--- src/rtl/lbx_pkg.sv ---
// Package: encodings, field positions and types for the logic/branch stage
package lbx_pkg;
  localparam logic [5:0] OP_X_FORM = 6'h1F;
  localparam logic [9:0] XO_ANDC = 10'h03C;
  localparam logic [5:0] OP_ANDI = 6'h1C;
  localparam logic [5:0] OP_ANDIS = 6'h1D;
  localparam logic [5:0] OP_BRANCH = 6'h12;
  localparam logic [5:0] OP_COND_BRANCH = 6'h10;
  localparam logic [5:0] OP_XL_FORM = 6'h13;
  localparam logic [9:0] XO_TO_COUNT = 10'h210;
  localparam logic [9:0] XO_TO_LINK = 10'h010;
  localparam logic [31:0] INSTR_STEP = 32'h0000_0004;
  localparam logic [31:0] ONE_WORD = 32'h0000_0001;
  localparam logic [31:0] ZERO_WORD = 32'h0000_0000;
  localparam logic [15:0] ZERO_HALF = 16'h0000;
  localparam logic [1:0] ZERO_LOW2 = 2'h0;
  localparam logic [2:0] ZERO_CRF = 3'h0;
  localparam logic [3:0] FIELD0_RESET = 4'h0;
  // Number of general registers the core implements
  localparam logic [5:0] NUM_GPRS = 6'h20;
  // Branch option bit positions, numbered from the MSB of the field
  localparam int OPT0 = 4;
  localparam int OPT1 = 3;
  localparam int OPT2 = 2;
  localparam int OPT3 = 1;

  typedef struct packed {
    logic valid;
    logic [31:0] instr;
    logic [31:0] cur_addr;
    logic [31:0] src_val;
    logic [31:0] second_val;
    logic so;
  } lbx_issue_t;

  typedef struct packed {
    logic wr_en;
    logic [4:0] dest_or_first_reg;
    logic [31:0] data;
  } lbx_gpr_wr_t;

  typedef struct packed {
    logic lt;
    logic gt;
    logic eq;
    logic so;
  } lbx_field0_t;

  typedef enum logic [1:0] {
    LBX_IDLE = 2'b00,
    LBX_DONE = 2'b01,
    LBX_ILLEGAL = 2'b10
  } lbx_state_t;
endpackage

--- src/rtl/lbx_exec.sv ---
// Execute stage for AND-complement, AND-immediate and branch instructions
// Functional notes
// - Opcode 31 extended 60 writes source AND NOT second into the dest.
// - With the record bit set, X-form logic updates field zero from result.
// - Opcode 28 ANDs source with the zero-extended immediate, records always.
// - Opcode 29 ANDs source with immediate in the upper half, records always.
// - Naming an unimplemented general register raises an illegal exception.
// - Opcode 18 displacement is the 24-bit target with two zeros, sign-ext.
// - Absolute bit set uses base zero, else the branch's own address.
// - Link bit set writes address plus 4 to link, taken or not.
// - Opcode 16 decrements the count before the test when option bit 2 is 0.
// - Conditional branch taken iff count test and condition test both pass; opcode 18 always taken.
// - The condition-select field picks one bit of condition field zero.
// - A conditional branch with bits 11 to 13 nonzero is illegal.
// - Prediction hints in options and bits 19 to 20 are ignored.
// - Opcode 19 extended 528 branches to count upper 30 bits with zeros.
// - Branch-to-count with option bit 2 clear is illegal, no decrement.
// - Opcode 19 extended 16 branches to link upper 30 bits, decrements like opcode 16.
`timescale 1ns/100ps
module lbx_exec (
  input wire logic clk_i,
  input wire logic rst_i,
  input wire lbx_pkg::lbx_issue_t issue_i,
  output lbx_pkg::lbx_gpr_wr_t gpr_wr_o,
  output lbx_pkg::lbx_field0_t condition_field_zero_o,
  output logic [31:0] count_register_o,
  output logic [31:0] link_register_o,
  output logic [31:0] next_instr_address_o,
  output logic redirect_o,
  output logic done_o,
  output logic illegal_o
);
  lbx_pkg::lbx_state_t state;
  lbx_pkg::lbx_state_t next_state;
  lbx_pkg::lbx_field0_t field0;
  logic [31:0] count_register;
  logic [31:0] link_register;

  // Register number check shared by every register-naming form
  function automatic logic reg_ok(input logic [4:0] r);
    reg_ok = {1'b0, r} < lbx_pkg::NUM_GPRS;
  endfunction

  function automatic lbx_pkg::lbx_field0_t record(input logic [31:0] v,
                                                  input logic so);
    record.lt = v[31];
    record.gt = !v[31] && (v != lbx_pkg::ZERO_WORD);
    record.eq = (v == lbx_pkg::ZERO_WORD);
    record.so = so;
  endfunction

  // Instruction fields, bit 0 of the instruction word is the MSB
  logic [5:0] opcode;
  logic [9:0] ext_op;
  logic [4:0] source_reg;
  logic [4:0] dest_or_first_reg;
  logic [4:0] second_reg;
  logic [4:0] branch_options;
  logic [1:0] condition_bit_select;
  logic [2:0] crf_bits;
  logic [15:0] unsigned_immediate;
  logic [23:0] long_displacement;
  logic [13:0] cond_displacement;
  logic absolute_addr_bit;
  logic link_bit;
  logic record_bit;
  assign opcode = issue_i.instr[31:26];
  assign source_reg = issue_i.instr[25:21];
  assign branch_options = issue_i.instr[25:21];
  assign dest_or_first_reg = issue_i.instr[20:16];
  assign crf_bits = issue_i.instr[20:18];
  assign condition_bit_select = issue_i.instr[17:16];
  assign second_reg = issue_i.instr[15:11];
  assign ext_op = issue_i.instr[10:1];
  assign unsigned_immediate = issue_i.instr[15:0];
  assign long_displacement = issue_i.instr[25:2];
  assign cond_displacement = issue_i.instr[15:2];
  assign absolute_addr_bit = issue_i.instr[1];
  assign link_bit = issue_i.instr[0];
  assign record_bit = issue_i.instr[0];

  logic is_andc, is_andi, is_andis, is_b, is_cbr, is_bcctr, is_bclr, is_cond;
  assign is_andc = opcode == lbx_pkg::OP_X_FORM && ext_op == lbx_pkg::XO_ANDC;
  assign is_andi = opcode == lbx_pkg::OP_ANDI;
  assign is_andis = opcode == lbx_pkg::OP_ANDIS;
  assign is_b = opcode == lbx_pkg::OP_BRANCH;
  assign is_cbr = opcode == lbx_pkg::OP_COND_BRANCH;
  assign is_bcctr = opcode == lbx_pkg::OP_XL_FORM &&
                    ext_op == lbx_pkg::XO_TO_COUNT;
  assign is_bclr = opcode == lbx_pkg::OP_XL_FORM &&
                   ext_op == lbx_pkg::XO_TO_LINK;
  assign is_cond = is_cbr || is_bcctr || is_bclr;

  // Logic results
  logic [31:0] logic_res;
  logic logic_regs_ok;
  always_comb begin
    logic_res = issue_i.src_val & ~issue_i.second_val;
    if (is_andi) begin
      logic_res = issue_i.src_val &
                  {lbx_pkg::ZERO_HALF, unsigned_immediate};
    end else if (is_andis) begin
      logic_res = issue_i.src_val &
                  {unsigned_immediate, lbx_pkg::ZERO_HALF};
    end
  end
  assign logic_regs_ok = reg_ok(source_reg) && reg_ok(dest_or_first_reg) &&
                         (!is_andc || reg_ok(second_reg));

  // Branch evaluation; option bit 4 and hint bits 19:20 stay out
  logic [31:0] seq_addr;
  logic [31:0] disp;
  logic [31:0] base;
  logic [31:0] dec_count;
  logic count_ok, cond_ok, taken, decrement, illegal_cond;
  logic [31:0] target;
  assign seq_addr = issue_i.cur_addr + lbx_pkg::INSTR_STEP;
  assign disp = is_b ?
    {{6{long_displacement[23]}}, long_displacement, lbx_pkg::ZERO_LOW2} :
    {{16{cond_displacement[13]}}, cond_displacement,
     lbx_pkg::ZERO_LOW2};
  assign base = absolute_addr_bit ? lbx_pkg::ZERO_WORD :
                issue_i.cur_addr;
  assign decrement = (is_cbr || is_bclr) &&
                     !branch_options[lbx_pkg::OPT2];
  assign dec_count = decrement ? count_register - lbx_pkg::ONE_WORD :
                     count_register;
  assign count_ok = branch_options[lbx_pkg::OPT2] ||
                    ((dec_count == lbx_pkg::ZERO_WORD) ==
                     branch_options[lbx_pkg::OPT3]);
  // Field zero bits in order lt, gt, eq, so; select 0 picks lt
  assign cond_ok = branch_options[lbx_pkg::OPT0] ||
                   (field0[~condition_bit_select] ==
                    branch_options[lbx_pkg::OPT1]);
  assign taken = is_b || (count_ok && cond_ok);
  assign illegal_cond = is_cond && ((crf_bits != lbx_pkg::ZERO_CRF) ||
    (is_bcctr && !branch_options[lbx_pkg::OPT2]));
  always_comb begin
    target = base + disp;
    if (is_bcctr) begin
      target = {count_register[31:2], lbx_pkg::ZERO_LOW2};
    end else if (is_bclr) begin
      target = {link_register[31:2], lbx_pkg::ZERO_LOW2};
    end
  end

  logic known, illegal_now, is_logic;
  assign is_logic = is_andc || is_andi || is_andis;
  assign known = is_logic || is_b || is_cond;
  assign illegal_now = issue_i.valid && known &&
                       ((is_logic && !logic_regs_ok) || illegal_cond);

  always_comb begin
    next_state = lbx_pkg::LBX_IDLE;
    case (state)
      lbx_pkg::LBX_IDLE, lbx_pkg::LBX_DONE, lbx_pkg::LBX_ILLEGAL: begin
        if (illegal_now) begin
          next_state = lbx_pkg::LBX_ILLEGAL;
        end else if (issue_i.valid && known) begin
          next_state = lbx_pkg::LBX_DONE;
        end
      end
      default: next_state = lbx_pkg::LBX_IDLE;
    endcase
  end

  always_ff @(posedge clk_i or posedge rst_i) begin
    if (rst_i) begin
      state <= lbx_pkg::LBX_IDLE;
      done_o <= 1'b0;
      illegal_o <= 1'b0;
    end else begin
      state <= next_state;
      done_o <= next_state == lbx_pkg::LBX_DONE;
      illegal_o <= next_state == lbx_pkg::LBX_ILLEGAL;
    end
  end

  logic ok_now;
  assign ok_now = issue_i.valid && known && !illegal_now;

  // Destination write
  always_ff @(posedge clk_i or posedge rst_i) begin
    if (rst_i) begin
      gpr_wr_o <= '0;
    end else begin
      gpr_wr_o.wr_en <= ok_now && is_logic;
      gpr_wr_o.dest_or_first_reg <= dest_or_first_reg;
      gpr_wr_o.data <= logic_res;
    end
  end

  // Condition field zero
  always_ff @(posedge clk_i or posedge rst_i) begin
    if (rst_i) begin
      field0 <= lbx_pkg::FIELD0_RESET;
    end else if (ok_now && (is_andi || is_andis ||
                            (is_andc && record_bit))) begin
      field0 <= record(logic_res, issue_i.so);
    end
  end
  assign condition_field_zero_o = field0;

  // Count and link registers
  always_ff @(posedge clk_i or posedge rst_i) begin
    if (rst_i) begin
      count_register <= lbx_pkg::ZERO_WORD;
    end else if (ok_now && decrement) begin
      count_register <= dec_count;
    end
  end
  always_ff @(posedge clk_i or posedge rst_i) begin
    if (rst_i) begin
      link_register <= lbx_pkg::ZERO_WORD;
    end else if (ok_now && (is_b || is_cond) && link_bit) begin
      link_register <= seq_addr;
    end
  end
  assign count_register_o = count_register;
  assign link_register_o = link_register;

  // Next address
  always_ff @(posedge clk_i or posedge rst_i) begin
    if (rst_i) begin
      next_instr_address_o <= lbx_pkg::ZERO_WORD;
      redirect_o <= 1'b0;
    end else if (ok_now) begin
      next_instr_address_o <= (is_b || is_cond) && taken ? target :
                              seq_addr;
      redirect_o <= (is_b || is_cond) && taken;
    end else begin
      redirect_o <= 1'b0;
    end
  end

  field_record_a: assert property (
    @(posedge clk_i) disable iff (rst_i)
    ok_now && is_andi |=> field0.eq == ($past(logic_res) == 32'h0))
    else $error("andi record mismatch");
  andc_data_a: assert property (
    @(posedge clk_i) disable iff (rst_i)
    ok_now && is_andc |=> gpr_wr_o.wr_en &&
    gpr_wr_o.data == ($past(issue_i.src_val) & ~$past(issue_i.second_val)))
    else $error("andc result wrong");
  link_write_a: assert property (
    @(posedge clk_i) disable iff (rst_i)
    ok_now && is_cond && link_bit |=>
    link_register == $past(issue_i.cur_addr) + 32'h4)
    else $error("link not written");
  count_dec_a: assert property (
    @(posedge clk_i) disable iff (rst_i)
    ok_now && decrement |=>
    count_register == $past(count_register) - 32'h1)
    else $error("count not decremented");
  illegal_crf_a: assert property (
    @(posedge clk_i) disable iff (rst_i)
    issue_i.valid && is_cond && crf_bits != 3'h0 |=> illegal_o
    && !done_o)
    else $error("bad field not illegal");
  count_form_a: assert property (
    @(posedge clk_i) disable iff (rst_i)
    issue_i.valid && is_bcctr && !branch_options[2] |=>
    illegal_o && $stable(count_register))
    else $error("branch to count form not illegal");
  b_target_a: assert property (
    @(posedge clk_i) disable iff (rst_i)
    ok_now && is_b && !absolute_addr_bit |=> redirect_o &&
    next_instr_address_o == $past(issue_i.cur_addr) + $past(disp))
    else $error("branch target wrong");
  not_taken_a: assert property (
    @(posedge clk_i) disable iff (rst_i)
    ok_now && is_cond && !taken |=> !redirect_o &&
    next_instr_address_o == $past(seq_addr))
    else $error("fallthrough wrong");
  cv_cond_taken: cover property (@(posedge clk_i) ok_now && is_cbr && taken);
  cv_bclr: cover property (@(posedge clk_i) ok_now && is_bclr && decrement);
  cv_illegal: cover property (@(posedge clk_i) illegal_now);
endmodule

--- config.mk ---
export PLATFORM = sky130hd
export DESIGN_NAME = lbx_exec
export DESIGN_NICKNAME = d
export VERILOG_FILES = /design/src/rtl/lbx_pkg.sv /design/src/rtl/lbx_exec.sv
export SDC_FILE = /design/constraint.sdc
export NUM_CORES = 1
export LEC_CHECK = 0
export ABC_AREA = 1
export BUFFER_PORTS_ARGS = -buffer_cell sky130_fd_sc_hd__buf_2
export CAP_MARGIN = 20
export CORE_MARGIN = 1.5
export CORE_UTILIZATION = 49
export CTS_CLUSTER_DIAMETER = 50
export CTS_CLUSTER_SIZE = 24
export DETAILED_ROUTE_END_ITERATION = 10
export GPL_TIMING_DRIVEN = 0
export PLACE_DENSITY = 0.78
export RECOVER_POWER = 100
export SYNTH_ARGS = -nofsm -noshare
export SYNTH_HDL_FRONTEND = slang
export SYNTH_SLANG_ARGS = --single-unit
--- constraint.sdc ---
create_clock -name clk_i -period 5.4 [get_ports clk_i]
set_clock_uncertainty 0.05 [all_clocks]
set_input_delay 1.62 -clock clk_i [delete_from_list [all_inputs] [get_ports clk_i]]
set_output_delay 1.62 -clock clk_i [all_outputs]
set_load 0.05 [all_outputs]
After elaboration in Yosys (flattened, before gate mapping) --
Cells that the tools add are included.
Word-level totals: register bits 143, input port bits 132, output and inout port bits 141, word-level logic and storage cells 93
Operators by class: add/subtract/negate cells 3, $lt $le $gt $ge 1, equal/unequal tests 15, muxes and demuxes 14, bitwise gates (word level) 5, reduce and logical (&&, ||, !) cells 41
Operators by type and width (number):
- two-way mux 32 bit | 8
- AND 32 bit | 2
- zero test 32 bit | 2
- == test 6 x 5 -> 1 bit (second input constant) | 6
- adder 32 x 3 -> 32 bit (second input constant) | 1
- adder 32 bit | 1
- AND 32 x 16 -> 32 bit | 1
- NOT 32 bit | 1
- nonzero test 32 bit | 1
- subtractor 32 x 1 -> 32 bit (second input constant) | 1
- logical AND 1 bit | 18
- logical OR 1 bit | 14
- == test 10 bit (second input constant) | 1
- == test 10 x 5 -> 1 bit (second input constant) | 1
- == test 10 x 6 -> 1 bit (second input constant) | 1
- == test 2 x 1 -> 1 bit (second input constant) | 2
- == test 2 bit (second input constant) | 2
- two-way mux 2 bit | 2
- zero test 1 bit | 3
- less-than comparator 2 x 3 -> 1 bit (second input constant) | 1
- two-way mux 1 bit | 3
- nonzero test 3 bit | 1
- OR reduction 3 bit | 1
- binary-select mux 1 bit (select 2 bit) | 1
- 3 further kinds | 4

Longest topological paths before layout --
depth in word-level cells 12, depth in mapped cells 25, depth with buffers taken out 25

Least setup slack after synthesis --
OpenSTA, ideal clock, no wires.
path type input-to-reg, start input issue_i[128] (netlist bit), end register next_instr_address_o[31], setup time 0.066 ns, arrival 4.530 ns, required time 5.284 ns, path slack 0.754 ns, cell stages on the path 25, buffers on the path 2, path through inv_2 nand2_1 nor3_1 and2_1 nand2_1 clkbuf_1 clkbuf_1 o21ai_0 ha_1 nand2_1 nand2_1 a31oi_1 nor2_1 nor2_1 nand3_1 nand2_1 nand3_1 or2_1 nand3_1 o21ai_1 nand2_1 o21ai_0 nand2_1 nand3_1 nand2_1
On the way: longest elaborated chain between the ends 12, elaborated cells on any way between the ends 37, those cells by class add/sub (1); eq/ne (7); mux (5); reduce/logical (24)
RTL lines:
- from (decl) | RTL line lbx_exec.sv:23 | input wire lbx_pkg::lbx_issue_t issue_i,
- parallel branches: the longest is 12 deep, another holds adder 32 bit
- to (signal assigned) | RTL line lbx_exec.sv:225 | next_instr_address_o <= lbx_pkg::ZERO_WORD;
- to (signal assigned) | RTL line lbx_exec.sv:228 | next_instr_address_o <= (is_b || is_cond) && taken ? target :
- to (decl) | RTL line lbx_exec.sv:28 | output logic [31:0] next_instr_address_o,
Parallel ways; which one is timed is not known. A chain may end at the register's enable or synchronous reset.

Final worst setup path --
start input issue_i[128] (netlist bit), end register next_instr_address_o[26]
Same word-level chain as after synthesis.

==> impl_metrics.toml <==
[power]
peakVddDrop_mv = 0.240
total_power_mw = 3.36
powerDensity_nw_per_um2 = 265
total_leakage_power_nw = 6.52

[logic_synthesis]
async_flop_share_pct = 100
synth-edff-count = 0
netlist_instances = 1623
synth-main-ff-cell = "dfrtp_1"
synthesis.area_um2 = 10600
synth_area_leaders = "dfrtp_1 34%, nand2_1 18%, inv_1 7.0%"
yosysTopAreaCell = "dfrtp_1"
yosysUniqueCellTypes = 47
synth_seq_cells = 143
yosysTopAreaCellShare_pct = 33.8
syn-num-nets = 1787
ys_warn_count = 0
ys_seq_area_share_pct = 33.8
syn_area_per_cell_um2 = 6.52

[detailed_routing]
via_count = 12500
ant_nets = 0
vias_per_cell = 5.67
routedWlPerCell_um = 18.9
drt_iter0_drc = 1177
drt_wl_total_um = 41600
drcViolationCount = 0
dr.pass1.iters = 6

[run]
cap_violations = 1

[sta]
maxSlewHeadroom_pct = -23.2
fmax_ghz = 0.195
maxSlewViolCount = 36
worst_pin_slew_ns = 1.85
rsz0062_at_grt = "no"
fin_crit_ns = 5.12
setup-violations-final = 0
final_hold_viol_count = 0
fin_crit_sh_pct = 94.8

[final_layout]
fillers = 2207
drive_gt1_share_pct = 10.1
post-route-util_pct = 60.2
antenna_cells = 0
area_growth_pct = 20.0
fin_nets = 2083

[place]
place.detailed.hpwl_um = 33700
place_congestion = 0.951
io_buffers = 272

[floorplanning]
fp.dieW_um = 150
die_area_um2 = 22500
die_y_um = 150
rows = 53
core_um2 = 21100
start_util_pct = 50.2
ios = 273

[worst_setup_path]
cp.arrival_ns = 5.44
critPathRequiredTime_ns = 5.73
startpoint_type = "input port"
path_max_fanout = 10
crit_path_end_kind = "flip-flop"
crit_type = "in -> reg"

[grt]
grt_usage_pct = 37.0
grt_max_degree = 43
globalRouteOverflowTotal = 0
antenna_found_initial = 1
grt_pass1_vias = 11700
grt_first_pass_wirelength_um = 62900

[cts]
path_clk_slew_ns = 0.07
cts_hold_buf = 0
htree_num_levels = 4
clkLatencyLatePin_ns = 0.44
clock-sinks = 143
cts_buffers = 17
cts_root_buf = "clkbuf_16"
clockBufferDepth = 2
cts_tree = "yes"

[worst_hold_path]
hold_class = "reg -> reg"

[run_status]
violations = "capacitance limit, slew limit"
status = "finished with violations"
==> synth_stat cells (2+ instances only) <==
| master | n |
|---|---|
| a211oi_1 | 2 |
| a21boi_0 | 2 |
| a21oi_1 | 46 |
| a221oi_1 | 2 |
| a22oi_1 | 5 |
| a311oi_1 | 6 |
| a31oi_1 | 10 |
| and2_1 | 22 |
| buf_2 | 2 |
| buf_4 | 6 |
| buf_6 | 5 |
| clkbuf_1 | 40 |
| dfrtp_1 | 143 |
| ha_1 | 31 |
| inv_1 | 197 |
| inv_2 | 5 |
| nand2_1 | 497 |
| nand2_2 | 4 |
| nand3_1 | 138 |
| nand3b_1 | 4 |
| nand4_1 | 26 |
| nor2_1 | 170 |
| nor2_2 | 7 |
| nor2_4 | 2 |
| nor3_1 | 14 |
| nor3b_1 | 2 |
| nor4_1 | 11 |
| o211ai_1 | 6 |
| o21ai_0 | 121 |
| o21ai_1 | 6 |
| o21bai_1 | 5 |
| o22ai_1 | 31 |
| xnor2_1 | 5 |
| xor2_1 | 37 |
==> state kept, by name, indices dropped and copies added, names as in the netlist <==
signal	cells
illegal_o	1
next_instr_address_o	32
done_o	1
condition_field_zero_o	4
state	2
gpr_wr_o	38
link_register_o	32
redirect_o	1
count_register_o	32
==> cell usage in the layout (no fill, tap or decap), drive strengths merged, types with 6 or more instances in the layout <==
master	count
clkbuf	212
dfrtp	143
o211ai	6
o22ai	31
nor2	179
xor2	37
a21oi	47
and2	22
o21ai	127
nand4	26
nand2	502
nor4	11
a31oi	10
ha	31
buf	139
nand3	139
a311oi	6
inv	204
nor3	14
==> critical path, stage by stage <==
cell	delay [ns]
buf_2	0.11
inv_2	0.05
nand2_1	0.12
nor3_1	0.24
and2_1	0.21
nand2_2	0.18
buf_2	0.27
clkbuf_2	0.26
o21ai_0	0.26
ha_1	0.25
inv_1	0.10
o21bai_1	0.19
nor2_1	0.09
a21boi_1	0.16
o21ai_0	0.44
nand2_1	0.16
nand3b_1	0.12
nand3_1	0.13
nand2_1	0.15
o21ai_0	0.09
nand2_1	0.09
nand3_1	0.07
nand2_1	0.09
==> worst paths after layout <==
path / startpoint / end / slack [ns] / cells past startpoint
setup / recovery: issue_i[128] / next_instr_address_o[26] / 0.28 / 23
max in group asynchronous: rst_i / next_instr_address_o[14] / 0.81 / 4
min in group asynchronous: rst_i / gpr_wr_o[6] / 1.39 / 2
setup reg to reg: count_register_o[0] / next_instr_address_o[26] / 1.69 / 20
hold / removal: next_instr_address_o[0] / next_instr_address_o[0] / 0.43 / 2
hold reg to reg: next_instr_address_o[0] / next_instr_address_o[0] / 0.43 / 2
==> power breakdown <==
part / switching (mW) / internal (mW) / leakage [nW]
registers: 0.0697 / 1.16 / 1.77
logic: 0.696 / 0.228 / 4.48
clock network: 0.511 / 0.696 / 0.275
==> layout make-up <==
type	count	area, um^2	share of cell area, %
multi-input cells	1223	5960	47.0
clock inverters	11	134	1.05
well taps	275	344	2.71
inverters	203	763	6.01
clock buffers	20	447	3.52
repair buffers	277	1210	9.50
plain buffers	54	259	2.04
flip-flops and latches	143	3580	28.2
==> through the flow <==
stage / instance area, um^2 / setup WS (ns) / instances / TNS (ns) / hold slack, ns
after global placement: 12300 / -0.492 / 2170 / -3.01 / 0.409
after floorplan: 10600 / 0.754 / 1623 / 0 / 0.467
after global routing: 12700 / 0.0193 / 2206 / 0 / 0.460
after CTS: 12900 / 0.0784 / 2206 / 0 / 0.429
after detailed placement: 12400 / -0.544 / 2175 / -3.70 / 0.410
final: 12700 / 0.283 / 2206 / 0 / 0.427
==> timing repair <==
| action | in CTS | in global routing |
|---|---|---|
| gates resized for setup | 1 | 8 |
| setup buffers | 0 | 0 |
| endpoints found under the setup margin | 3 | 8 |
==> per-layer routing <==
layer,up-vias,share of wire [%],track usage [%]
li1,5870,-,-
met1,5766,41,48.7
met2,742,45,58.7
met3,121,10,7.84
met4,2,3.7,15.3
met5,-,0.022,0
==> logic make-up after synthesis <==
group                    count (synthesis)  share of synthesized area (%)
AND/OR/NAND/NOR                        902                           36.1
buffers and inverters                  257                           9.71
AO/OA/AOI/OAI                          247                           13.1
flip-flops                             143                           33.8
XOR/XNOR                                42                           3.48
adder cells (fa/ha/maj)                 32                           3.85
No activity file was read; power rests on OpenSTA's default activity.
